### src/rtl/mms_consts.vh
// constants for the measurement mode sequencer
// assumes a 10 MHz clock and a classic wishbone register bus
`ifndef MMS_CONSTS_VH
`define MMS_CONSTS_VH

// ========================================
// register map (byte addresses)
`define MMS_ADDR_W        8
`define MMS_REG_ID        8'hD0
`define MMS_REG_STATUS    8'hF3
`define MMS_REG_MEAS      8'hF4
`define MMS_REG_CONF      8'hF5
`define MMS_REG_PRES      8'hF8
`define MMS_REG_TEMP      8'hFC

// ========================================
// fields
`define MMS_MODE_LSB      0
`define MMS_MODE_MSB      1
`define MMS_OSP_LSB       2
`define MMS_OSP_MSB       4
`define MMS_OST_LSB       5
`define MMS_OST_MSB       7
`define MMS_FLT_LSB       2
`define MMS_FLT_MSB       4
`define MMS_TSB_LSB       5
`define MMS_TSB_MSB       7
`define MMS_MODE_SLEEP    2'h0
`define MMS_MODE_NORMAL   2'h3
`define MMS_OS_SKIP       3'h0
`define MMS_MEAS_RST      8'h00
`define MMS_CONF_RST      8'h00
`define MMS_SKIP_VAL      20'h80000
`define MMS_ZERO8         8'h00
`define MMS_ZERO20        20'h00000

// ========================================
// timing: 10 MHz clock, standby figures in microseconds
`define MMS_CLK_KHZ       10000
`define MMS_TSB0_US       500
`define MMS_TSB1_US       62500
`define MMS_TSB2_US       125000
`define MMS_TSB3_US       250000
`define MMS_TSB4_US       500000
`define MMS_TSB5_US       1000000
`define MMS_TSB6_US       2000000
`define MMS_TSB7_US       4000000
`define MMS_US_TO_CYC(u)  (((u) * (`MMS_CLK_KHZ / 1000)))
`define MMS_CNT_W         26
`define MMS_MEAS_US       5500

`endif

### src/rtl/mms_sequencer.v
// power-mode and measurement sequencer with wishbone register slave
// assumes synchronous inputs, sample data presented by an external converter
//
// Design decision made here: the Wishbone slave port.
`timescale 1ns/10ps
`default_nettype none
`include "mms_consts.vh"

module mms_sequencer #(
  parameter [7:0]            PART_IDENTITY = 8'h5A, // arbitrary value
  parameter [`MMS_CNT_W-1:0] MEAS_CYC      = `MMS_US_TO_CYC(`MMS_MEAS_US),
  parameter [`MMS_CNT_W-1:0] TSB0_CYC      = `MMS_US_TO_CYC(`MMS_TSB0_US),
  parameter [`MMS_CNT_W-1:0] TSB1_CYC      = `MMS_US_TO_CYC(`MMS_TSB1_US),
  parameter [`MMS_CNT_W-1:0] TSB2_CYC      = `MMS_US_TO_CYC(`MMS_TSB2_US),
  parameter [`MMS_CNT_W-1:0] TSB3_CYC      = `MMS_US_TO_CYC(`MMS_TSB3_US),
  parameter [`MMS_CNT_W-1:0] TSB4_CYC      = `MMS_US_TO_CYC(`MMS_TSB4_US),
  parameter [`MMS_CNT_W-1:0] TSB5_CYC      = `MMS_US_TO_CYC(`MMS_TSB5_US),
  parameter [`MMS_CNT_W-1:0] TSB6_CYC      = `MMS_US_TO_CYC(`MMS_TSB6_US),
  parameter [`MMS_CNT_W-1:0] TSB7_CYC      = `MMS_US_TO_CYC(`MMS_TSB7_US)
) (
  // clock and reset
  input  wire        clk_i,
  input  wire        rst_i,
  input  wire        ce_i,
  // wishbone slave
  input  wire        cyc_i,
  input  wire        stb_i,
  input  wire        we_i,
  input  wire [7:0]  adr_i,
  input  wire [3:0]  sel_i,
  input  wire [31:0] dat_i,
  output reg  [31:0] dat_o,
  output reg         ack_o,
  // converter samples
  input  wire [19:0] raw_pres_i,
  input  wire [19:0] raw_temp_i,
  // sequencer state
  output wire        measuring_o,
  output wire        standby_o
);

  // ========================================
  // states
  localparam [1:0] ST_SLEEP = 2'd0;
  localparam [1:0] ST_MEAS  = 2'd1;
  localparam [1:0] ST_STBY  = 2'd2;

  reg  [1:0]            state_r;
  reg  [7:0]            meas_ctl_r;
  reg  [7:0]            conf_ctl_r;
  reg  [1:0]            pend_mode_r;
  reg                   pend_r;
  reg                   forced_run_r;
  reg  [`MMS_CNT_W-1:0] cnt_r;
  reg  [19:0]           pres_out_r;
  reg  [19:0]           temp_out_r;
  reg  [19:0]           pres_flt_r;
  reg  [19:0]           temp_flt_r;
  reg                   flt_init_r;
  reg  [`MMS_CNT_W-1:0] tsb_cyc;

  wire       wr_en   = cyc_i & stb_i & we_i & ~ack_o & sel_i[0];
  wire       rd_en   = cyc_i & stb_i & ~ack_o;
  wire [1:0] mode_f  = meas_ctl_r[`MMS_MODE_MSB:`MMS_MODE_LSB];
  wire [2:0] osp_f   = meas_ctl_r[`MMS_OSP_MSB:`MMS_OSP_LSB];
  wire [2:0] ost_f   = meas_ctl_r[`MMS_OST_MSB:`MMS_OST_LSB];
  wire [2:0] flt_f   = conf_ctl_r[`MMS_FLT_MSB:`MMS_FLT_LSB];
  wire [1:0] wr_mode = dat_i[`MMS_MODE_MSB:`MMS_MODE_LSB];
  wire       wr_meas = wr_en & (adr_i == `MMS_REG_MEAS);
  wire       wr_conf = wr_en & (adr_i == `MMS_REG_CONF);
  wire       meas_done = (state_r == ST_MEAS) & (cnt_r == {`MMS_CNT_W{1'b0}});

  assign measuring_o = (state_r == ST_MEAS);
  assign standby_o   = (state_r == ST_STBY);

  // ========================================
  // standby length lookup
  always @* begin
    case (conf_ctl_r[`MMS_TSB_MSB:`MMS_TSB_LSB])
      3'h0:    tsb_cyc = TSB0_CYC;
      3'h1:    tsb_cyc = TSB1_CYC;
      3'h2:    tsb_cyc = TSB2_CYC;
      3'h3:    tsb_cyc = TSB3_CYC;
      3'h4:    tsb_cyc = TSB4_CYC;
      3'h5:    tsb_cyc = TSB5_CYC;
      3'h6:    tsb_cyc = TSB6_CYC;
      default: tsb_cyc = TSB7_CYC;
    endcase
  end

  // simple iir step: old*(k-1)+new over k, k = 2^code, code capped at 4
  function [19:0] iir_step;
    input [19:0] old_v;
    input [19:0] new_v;
    input [2:0]  code;
    reg   [24:0] acc;
    reg   [2:0]  sh;
    begin
      sh  = (code > 3'h4) ? 3'h4 : code;
      acc = ({5'h00, old_v} << sh) - {5'h00, old_v} + {5'h00, new_v};
      acc = acc >> sh;
      iir_step = acc[19:0];
    end
  endfunction

  // ========================================
  // registers and sequencer
  always @(posedge clk_i) begin
    if (rst_i) begin
      state_r      <= ST_SLEEP;
      meas_ctl_r   <= `MMS_MEAS_RST;
      conf_ctl_r   <= `MMS_CONF_RST;
      pend_mode_r  <= `MMS_MODE_SLEEP;
      pend_r       <= 1'b0;
      forced_run_r <= 1'b0;
      cnt_r        <= {`MMS_CNT_W{1'b0}};
      pres_out_r   <= `MMS_SKIP_VAL;
      temp_out_r   <= `MMS_SKIP_VAL;
      pres_flt_r   <= `MMS_ZERO20;
      temp_flt_r   <= `MMS_ZERO20;
      flt_init_r   <= 1'b1;
      ack_o        <= 1'b0;
      dat_o        <= 32'h00000000;
    end else if (ce_i) begin
      ack_o <= rd_en;
      if (rd_en && !we_i) begin
        case (adr_i)
          `MMS_REG_ID:     dat_o <= {24'h000000, PART_IDENTITY};
          `MMS_REG_STATUS: dat_o <= {28'h0000000, pend_r, standby_o, 1'b0, measuring_o};
          `MMS_REG_MEAS:   dat_o <= {24'h000000, meas_ctl_r};
          `MMS_REG_CONF:   dat_o <= {24'h000000, conf_ctl_r};
          `MMS_REG_PRES:   dat_o <= {12'h000, pres_out_r};
          `MMS_REG_TEMP:   dat_o <= {12'h000, temp_out_r};
          default:         dat_o <= 32'h00000000;
        endcase
      end else if (rd_en) begin
        // writes answer with zeros so stale read data never looks fresh
        dat_o <= 32'h00000000;
      end
      if (wr_conf) begin
        conf_ctl_r <= dat_i[7:0];
        flt_init_r <= 1'b1;
      end
      if (wr_meas) begin
        meas_ctl_r[`MMS_OST_MSB:`MMS_OSP_LSB] <= dat_i[`MMS_OST_MSB:`MMS_OSP_LSB];
        if (state_r != ST_MEAS) begin
          meas_ctl_r[`MMS_MODE_MSB:`MMS_MODE_LSB] <= wr_mode;
        end else if (!pend_r) begin
          pend_r      <= 1'b1;
          pend_mode_r <= wr_mode;
        end
        // the mode field of further writes while pending is dropped; oversampling fields still update
      end
      case (state_r)
        ST_SLEEP: begin
          // no counting while asleep
          if (wr_meas && wr_mode != `MMS_MODE_SLEEP) begin
            state_r      <= ST_MEAS;
            cnt_r        <= MEAS_CYC;
            forced_run_r <= (wr_mode != `MMS_MODE_NORMAL);
          end
        end
        ST_MEAS: begin
          if (meas_done) begin
            // skipped channel keeps its memory
            if (osp_f == `MMS_OS_SKIP) begin
              pres_out_r <= `MMS_SKIP_VAL;
            end else begin
              pres_out_r <= flt_init_r ? raw_pres_i : iir_step(pres_flt_r, raw_pres_i, flt_f);
              pres_flt_r <= flt_init_r ? raw_pres_i : iir_step(pres_flt_r, raw_pres_i, flt_f);
            end
            if (ost_f == `MMS_OS_SKIP) begin
              temp_out_r <= `MMS_SKIP_VAL;
            end else begin
              temp_out_r <= flt_init_r ? raw_temp_i : iir_step(temp_flt_r, raw_temp_i, flt_f);
              temp_flt_r <= flt_init_r ? raw_temp_i : iir_step(temp_flt_r, raw_temp_i, flt_f);
            end
            if (!wr_conf) begin
              flt_init_r <= 1'b0;
            end
            pend_r <= 1'b0;
            if (pend_r) begin
              meas_ctl_r[`MMS_MODE_MSB:`MMS_MODE_LSB] <= pend_mode_r;
              if (pend_mode_r == `MMS_MODE_NORMAL) begin
                state_r      <= ST_STBY;
                cnt_r        <= tsb_cyc;
                forced_run_r <= 1'b0;
              end else if (pend_mode_r == `MMS_MODE_SLEEP) begin
                state_r <= ST_SLEEP;
              end else begin
                state_r      <= ST_MEAS;
                cnt_r        <= MEAS_CYC;
                forced_run_r <= 1'b1;
              end
            end else if (forced_run_r) begin
              state_r <= ST_SLEEP;
              meas_ctl_r[`MMS_MODE_MSB:`MMS_MODE_LSB] <= `MMS_MODE_SLEEP;
            end else begin
              state_r <= ST_STBY;
              cnt_r   <= tsb_cyc;
            end
          end else begin
            cnt_r <= cnt_r - 1'b1;
          end
        end
        ST_STBY: begin
          if (wr_meas && wr_mode != `MMS_MODE_NORMAL) begin
            // standby is not a measurement, change applies at once
            if (wr_mode == `MMS_MODE_SLEEP) begin
              state_r <= ST_SLEEP;
            end else begin
              state_r      <= ST_MEAS;
              cnt_r        <= MEAS_CYC;
              forced_run_r <= 1'b1;
            end
          end else if (cnt_r == {`MMS_CNT_W{1'b0}}) begin
            state_r <= ST_MEAS;
            cnt_r   <= MEAS_CYC;
          end else begin
            cnt_r <= cnt_r - 1'b1;
          end
        end
        default: state_r <= ST_SLEEP;
      endcase
    end
  end

endmodule
`default_nettype wire

### config.mk
export PLATFORM = sky130hd
export DESIGN_NAME = mms_sequencer
export DESIGN_NICKNAME = d
export VERILOG_FILES = /design/src/rtl/mms_sequencer.v
export VERILOG_INCLUDE_DIRS = /design/src /design/src/rtl
export SDC_FILE = /design/constraint.sdc
export NUM_CORES = 1
export LEC_CHECK = 0
export BUFFER_PORTS_ARGS = -buffer_cell sky130_fd_sc_hd__buf_2
export CAP_MARGIN = 20
export CORE_MARGIN = 2
export CORE_UTILIZATION = 45
export CTS_CLUSTER_DIAMETER = 100
export DETAILED_ROUTE_END_ITERATION = 10
export PLACE_DENSITY = 0.65
export SLEW_MARGIN = 25
export SYNTH_ARGS = -nofsm -noshare
export SYNTH_HDL_FRONTEND = slang
export SYNTH_SLANG_ARGS = --single-unit
export TNS_END_PERCENT = 5
### constraint.sdc
create_clock -name clk_i -period 7 [get_ports clk_i]
set_clock_uncertainty 0.05 [all_clocks]
set_input_delay 1.4 -clock clk_i [delete_from_list [all_inputs] [get_ports clk_i]]
set_output_delay 1.4 -clock clk_i [all_outputs]
set_load 0.1 [all_outputs]
**Yosys cells after proc, flatten, opt, wreduce, memory -nomap -nowiden**

Cells that the tools add are included.

- Bits of input ports: 90
- Word-level logic and storage cells: 140
- Flip-flop bits (word level): 162

- Shift-type cells: 4
- Equal/unequal tests: 27
- Order comparisons: 1
- $add $sub $neg: 5
- Bitwise operators: 13
- Reductions and logical operators: 24
- Mux-type cells: 51

Operators by type and width:

| cell | number |
|---|---|
| $mux W26 | 9 |
| $pmux W26 S7 | 1 |
| $pmux W20 S6 | 1 |
| $mux W20 | 4 |
| $pmux W26 S3 | 1 |
| $mux W32 | 2 |
| $add A25 B20 Y25 | 2 |
| $shl A20 B3 Y25 | 2 |
| $shr A25 B3 Y20 | 2 |
| $sub A25 B20 Y25 | 2 |
| $eq A8 B8 Y1 const B | 6 |
| $logic_not A26 Y1 | 1 |
| $mux W2 | 13 |
| $sub A26 B1 Y26 const B | 1 |
| $mux W1 | 17 |
| $reduce_and A4 Y1 | 4 |
| $eq A3 B3 Y1 const B | 3 |
| $logic_not A3 Y1 | 3 |
| $and A1 B1 Y1 | 8 |
| $ne A2 B1 Y1 const B | 4 |
| $reduce_and A8 Y1 | 1 |
| $eq A3 B2 Y1 const B | 2 |
| $logic_not A2 Y1 | 3 |
| $ne A2 B2 Y1 const B | 3 |
| other kinds (19) | 30 |

**Depth between registers and ports, before layout**

- Depth in word-level cells: 10
- Mapped depth: 21
- Depth with buffers taken out: 17

**Worst setup path after synthesis**

Ideal clock, no wire load.

- Path kind: reg2reg
- Start point: register conf_ctl_r[4]
- End point: register pres_flt_r[14]
- Arrival time: 5.043 ns
- Library setup time: 0.114 ns
- Data required time: 6.836 ns
- Setup slack: 1.793 ns
- Cell stages (with the launch flop): 20
- Clock period less this slack: 5.207 ns
- Cell sequence: dfxtp_1 > buf_2 > nand2b_1 > buf_1 > clkbuf_1 > buf_1 > nand2_1 > a311o_1 > fa_1 > inv_1 > ha_1 > and3_1 > a221o_1 > a21o_1 > a2111oi_0 > nor3_1 > mux2_2 > a221oi_1 > a221oi_2 > a21o_1

- Word-level cells in the longest chain between the ends: 7

RTL lines:

| element | line | text |
|---|---|---|
| start: declaration | mms_sequencer.v:50 | `reg [7:0] conf_ctl_r;` |
| start signal: assignment | mms_sequencer.v:112 | `` conf_ctl_r <= `MMS_CONF_RST; `` |
| start signal: assignment | mms_sequencer.v:141 | `conf_ctl_r <= dat_i[7:0];` |
| $gt A3 B3 Y1 | mms_sequencer.v:99 | `sh = (code > 3'h4) ? 3'h4 : code;` |
| $mux W3 * | mms_sequencer.v:99 |  |
| $shl A20 B3 Y25 | mms_sequencer.v:100 | `acc = ({5'h00, old_v} << sh) - {5'h00, old_v} + {5'h00, new_v};` |
| $sub A25 B20 Y25 | mms_sequencer.v:100 |  |
| $add A25 B20 Y25 | mms_sequencer.v:100 |  |
| $shr A25 B3 Y20 * | mms_sequencer.v:101 | `acc = acc >> sh;` |
| $mux W20 * | mms_sequencer.v:170 | `pres_flt_r <= flt_init_r ? raw_pres_i : iir_step(pres_flt_r, raw_pres_i, flt_f);` |
| end signal: assignment | mms_sequencer.v:119 | `` pres_flt_r <= `MMS_ZERO20; `` |
| end signal: assignment | mms_sequencer.v:170 |  |
| end: declaration | mms_sequencer.v:57 | `reg [19:0] pres_flt_r;` |

Every way passes the cells marked *; elsewhere a longest branch is shown, timed or not.
A chain may end at the register's enable or synchronous reset.

**Final worst setup path**

- Start point: register conf_ctl_r[2]
- End point: register temp_out_r[17]

- Word-level cells in the longest chain between the ends: 8

RTL lines:

| element | line | text |
|---|---|---|
| $gt A3 B3 Y1 | mms_sequencer.v:99 |  |
| $mux W3 * | mms_sequencer.v:99 |  |
| $shl A20 B3 Y25 | mms_sequencer.v:100 |  |
| $sub A25 B20 Y25 | mms_sequencer.v:100 |  |
| $add A25 B20 Y25 | mms_sequencer.v:100 |  |
| $shr A25 B3 Y20 * | mms_sequencer.v:101 |  |
| $mux W20 * | mms_sequencer.v:175 | `temp_out_r <= flt_init_r ? raw_temp_i : iir_step(temp_flt_r, raw_temp_i, flt_f);` |
| $mux W20 * | mms_sequencer.v:172 | `` if (ost_f == `MMS_OS_SKIP) begin `` |
| end signal: assignment | mms_sequencer.v:118 | `` temp_out_r <= `MMS_SKIP_VAL; `` |
| end signal: assignment | mms_sequencer.v:173 | `` temp_out_r <= `MMS_SKIP_VAL; `` |
| end signal: assignment | mms_sequencer.v:175 |  |
| end: declaration | mms_sequencer.v:56 | `reg [19:0] temp_out_r;` |

Marks and branches as above.

==> results.sh <==
export IMPL_die_x_um=179
export IMPL_ios=125
export IMPL_finalCritPeriodShare_pct=84.7
export IMPL_grt_max_degree=60
export IMPL_start_util_pct=45.4
export IMPL_fin_tns_setup_ns=0
export IMPL_seqPwrFrac_pct=37.7
export IMPL_clk_path_buf_depth=2
export IMPL_finalHoldViolCount=0
export IMPL_yosys_warnings=0
export IMPL_setup_viol=0
export IMPL_cts_clk_slew_worst_paths_ns=0.07
export IMPL_syn_avg_cell_area_um2=7.46
export IMPL_power_total_uw=2260
export IMPL_drt_wl_total_mm=44.0
export IMPL_via_count=13910
export IMPL_ys_seq_area_share_pct=21.8
export IMPL_place_port_buffers=85
export IMPL_place_area_um2=14400
export IMPL_via_per_inst=6.13
export IMPL_setup_worst_path_start="conf_ctl_r[2]"
export IMPL_synth_cells=1847
export IMPL_drc_errors=0
export IMPL_synthArstFlopShare_pct=0
export IMPL_worstHoldPathType="register to register"
export IMPL_gp_congestion=0.916
export IMPL_power_switching_uw=730
export IMPL_crit_required_ns=7.25
export IMPL_pwr_share_comb_pct=22.3
export IMPL_grt_pass1_wl_mm=68.9
export IMPL_rows=64
export IMPL_antenna_found_initial=0
export IMPL_slowest_delay_ns=0.96
export IMPL_antenna_left=0
export IMPL_critical_path_class="register to register"
export IMPL_start_kind="register"
export IMPL_synth_cell_type_count=84
export IMPL_cts_hold_buffers=0
export IMPL_rsz0062_at_grt="no"
export IMPL_h_tree_depth=4
export IMPL_synth_ff_type="dfxtp_1"
export IMPL_fillCellCount=3051
export IMPL_cts_resized_gates=0
export IMPL_power_frac_clock_pct=40.0
export IMPL_slew_headroom_pct=33.3
export IMPL_cts_tree="done"
export IMPL_coreArea_um2=30300
export IMPL_cts_made_buffers=17
export IMPL_track_usage_pct=27.2
export IMPL_worstMarginPinSlew_ns=0.975
export IMPL_r2r_start="conf_ctl_r[2]"
export IMPL_clock_latency_ns=0.43
export IMPL_die_y_um=179
export IMPL_synth_edff_count=0
export IMPL_max_cap_violations=0
export IMPL_fmax_mhz=169
export IMPL_slowest_stage="dfxtp_2"
export IMPL_grt_pass1_vias=12681
export IMPL_cp_end_kind="register"
export IMPL_area_growth_pct=8.84
export IMPL_synth_seq_cells=150
export IMPL_leakage_uw=0.00671
export IMPL_dp_hpwl_mm=33.1
export IMPL_fin_crit_ns=5.93
export IMPL_drive_gt1_share_pct=10.9
export IMPL_crit_chain="nor2b_4 -> buf_4 -> nand2_1 -> a311oi_1 -> a21oi_1 -> fa_1 -> inv_1 -> ha_1 -> a2111oi_0 -> o21ai_0 -> a31oi_1 -> o41ai_1 -> xor2_1 -> mux2i_1 -> mux2i_1 -> a31oi_1 -> nand2_1"
export IMPL_power_density_nw_per_um2=151
export IMPL_grt_overflow=0
export IMPL_fin_area_um2=15000
export IMPL_drt_iter0_drc=1252
export IMPL_worstHoldStart="pres_out_r[13]"
export IMPL_post_cts_buffers=0
export IMPL_vdd_drop_max_mv=0.149
export IMPL_switching_share_pct=32.2
export IMPL_fin_util_pct=49.4
export IMPL_cp_max_fo=48
export IMPL_status="complete, no violations"
export IMPL_nNetsFinal=2046
export IMPL_dieArea_um2=32000
export IMPL_p_int_uw=1530
export IMPL_root_buffer="clkbuf_16"
export IMPL_synth_area_um2=13800
export IMPL_antenna_cells=0
export IMPL_worstPathArrival_ns=6.18
export IMPL_cts_sinks=150
export IMPL_post_drt_wl_per_cell_um=19.4
export IMPL_finalMaxSlewViolations=0
export IMPL_dr_pass1_iters=6
## per-stage QoR
stage	hold WS (ns)	cells	setup slack (ns)
CTS	0.390	2267	1.22
floorplan	0.360	1858	1.79
finish	0.391	2268	1.07
global route	0.409	2268	0.632
detailed placement	0.382	2235	1.25
global placement	0.375	2235	1.33
## layout make-up
class                      instances  area, um2  area share, %
tap                              396        495           3.30
sequential                       150       3010           20.1
clock buffer                      18        439           2.93
multi-input combinational       1446       9790           65.3
clock inverter                    14        135          0.901
inverter                         136        510           3.40
timing repair buffer             108        618           4.12
## critical path: cells and delay by family (launching register included)
family                   cells  cell delay, ns
XOR/XNOR                     1            0.28
flip-flops                   1            0.96
buffers and inverters        2            0.34
multiplexers                 2            0.38
AND/OR/NAND/NOR              3            0.69
AO/OA/AOI/OAI                7            2.16
adder cells (fa/ha/maj)      2            0.89
## logic make-up (layout without fill, tap and decap cells)
group	after synthesis	in the layout	share of synthesized area (%)
adder cells (fa/ha/maj)	97	97	11.0
AO/OA/AOI/OAI	568	568	27.9
buffers and inverters	262	276	7.72
other	1	12	0.0272
multiplexers	86	86	6.78
XOR/XNOR	53	53	3.37
AND/OR/NAND/NOR	630	630	21.4
flip-flops	150	150	21.8
## path summary, 6_finish.rpt
check	slack [ns]	end	cells past startpoint
setup / recovery	1.07	temp_out_r[17]	17
hold / removal	0.39	pres_out_r[13]	2
setup reg to reg	1.07	temp_out_r[17]	17
hold reg to reg	0.39	pres_out_r[13]	2
## power groups by stage
stage	logic [uW]	clock network, uW	registers, uW
6_report	504	906	854
4_1_cts	494	909	854
3_5_place_dp	491	0	874
5_1_grt	551	945	854
2_1_floorplan	362	0	876
3_3_place_gp	487	0	874
## cells in the final DEF, fill, tap and decap left out, types with 16 or more instances in the layout
master	Yosys	final
buf_4	15	22
nand2b_1	18	17
o21ai_0	95	95
inv_1	135	135
nor2b_1	34	33
a31oi_1	18	18
o211ai_1	16	16
nand4_1	16	16
nor3_1	47	46
mux2i_1	63	63
nand2_1	249	249
xor2_1	20	20
a21oi_1	144	143
nand3_1	36	36
a21o_1	56	56
xnor2_1	33	33
a22oi_1	34	34
a211oi_1	43	43
clkbuf_16	0	17
nor2_1	157	156
mux2_2	19	19
fa_1	40	40
a311oi_1	26	26
ha_1	57	57
buf_2	7	85
dfxtp_1	150	146
## synthesized netlist by cell type, drive strengths merged, types with 18 or more instances
cell    count  share of area (%)
buf        47                1.9
a21o       56                3.1
nand4      18               0.97
a311oi     26                1.7
a211oi     46                2.6
dfxtp     150                 22
ha         57                5.2
fa         40                5.8
xor2       20                1.3
mux2       19                1.6
nand2b     18               0.82
nor2b      34                1.5
clkbuf     79                2.2
o21ai      98                3.6
mux2i      63                4.6
a31oi      18               0.82
nor2      160                4.5
nand2     249                6.8
xnor2      33                2.1
a22oi      34                1.9
inv       135                3.7
nand3      36                1.3
nor3       51                2.0
a21oi     144                5.2
## sequential cells by signal (all words and copies together) (netlist names), 8 cells and up
| register | cells |
|---|---|
| meas_ctl_r | 8 |
| cnt_r | 26 |
| temp_out_r | 20 |
| pres_flt_r | 20 |
| temp_flt_r | 20 |
| conf_ctl_r | 8 |
| dat_o | 20 |
| pres_out_r | 20 |
## layer usage
layer / vias to the layer above / routed length [um] / part of all wire [%] / track usage [%]
li1: 6623 / - / - / -
met1: 6641 / 19300 / 44 / 37.1
met2: 571 / 20700 / 47 / 44.7
met3: 75 / 2810 / 6.4 / 2.65
met4: 0 / 1200 / 2.7 / 9.25
met5: - / 0 / 0 / 0
Power figures use the tool's default switching activity.
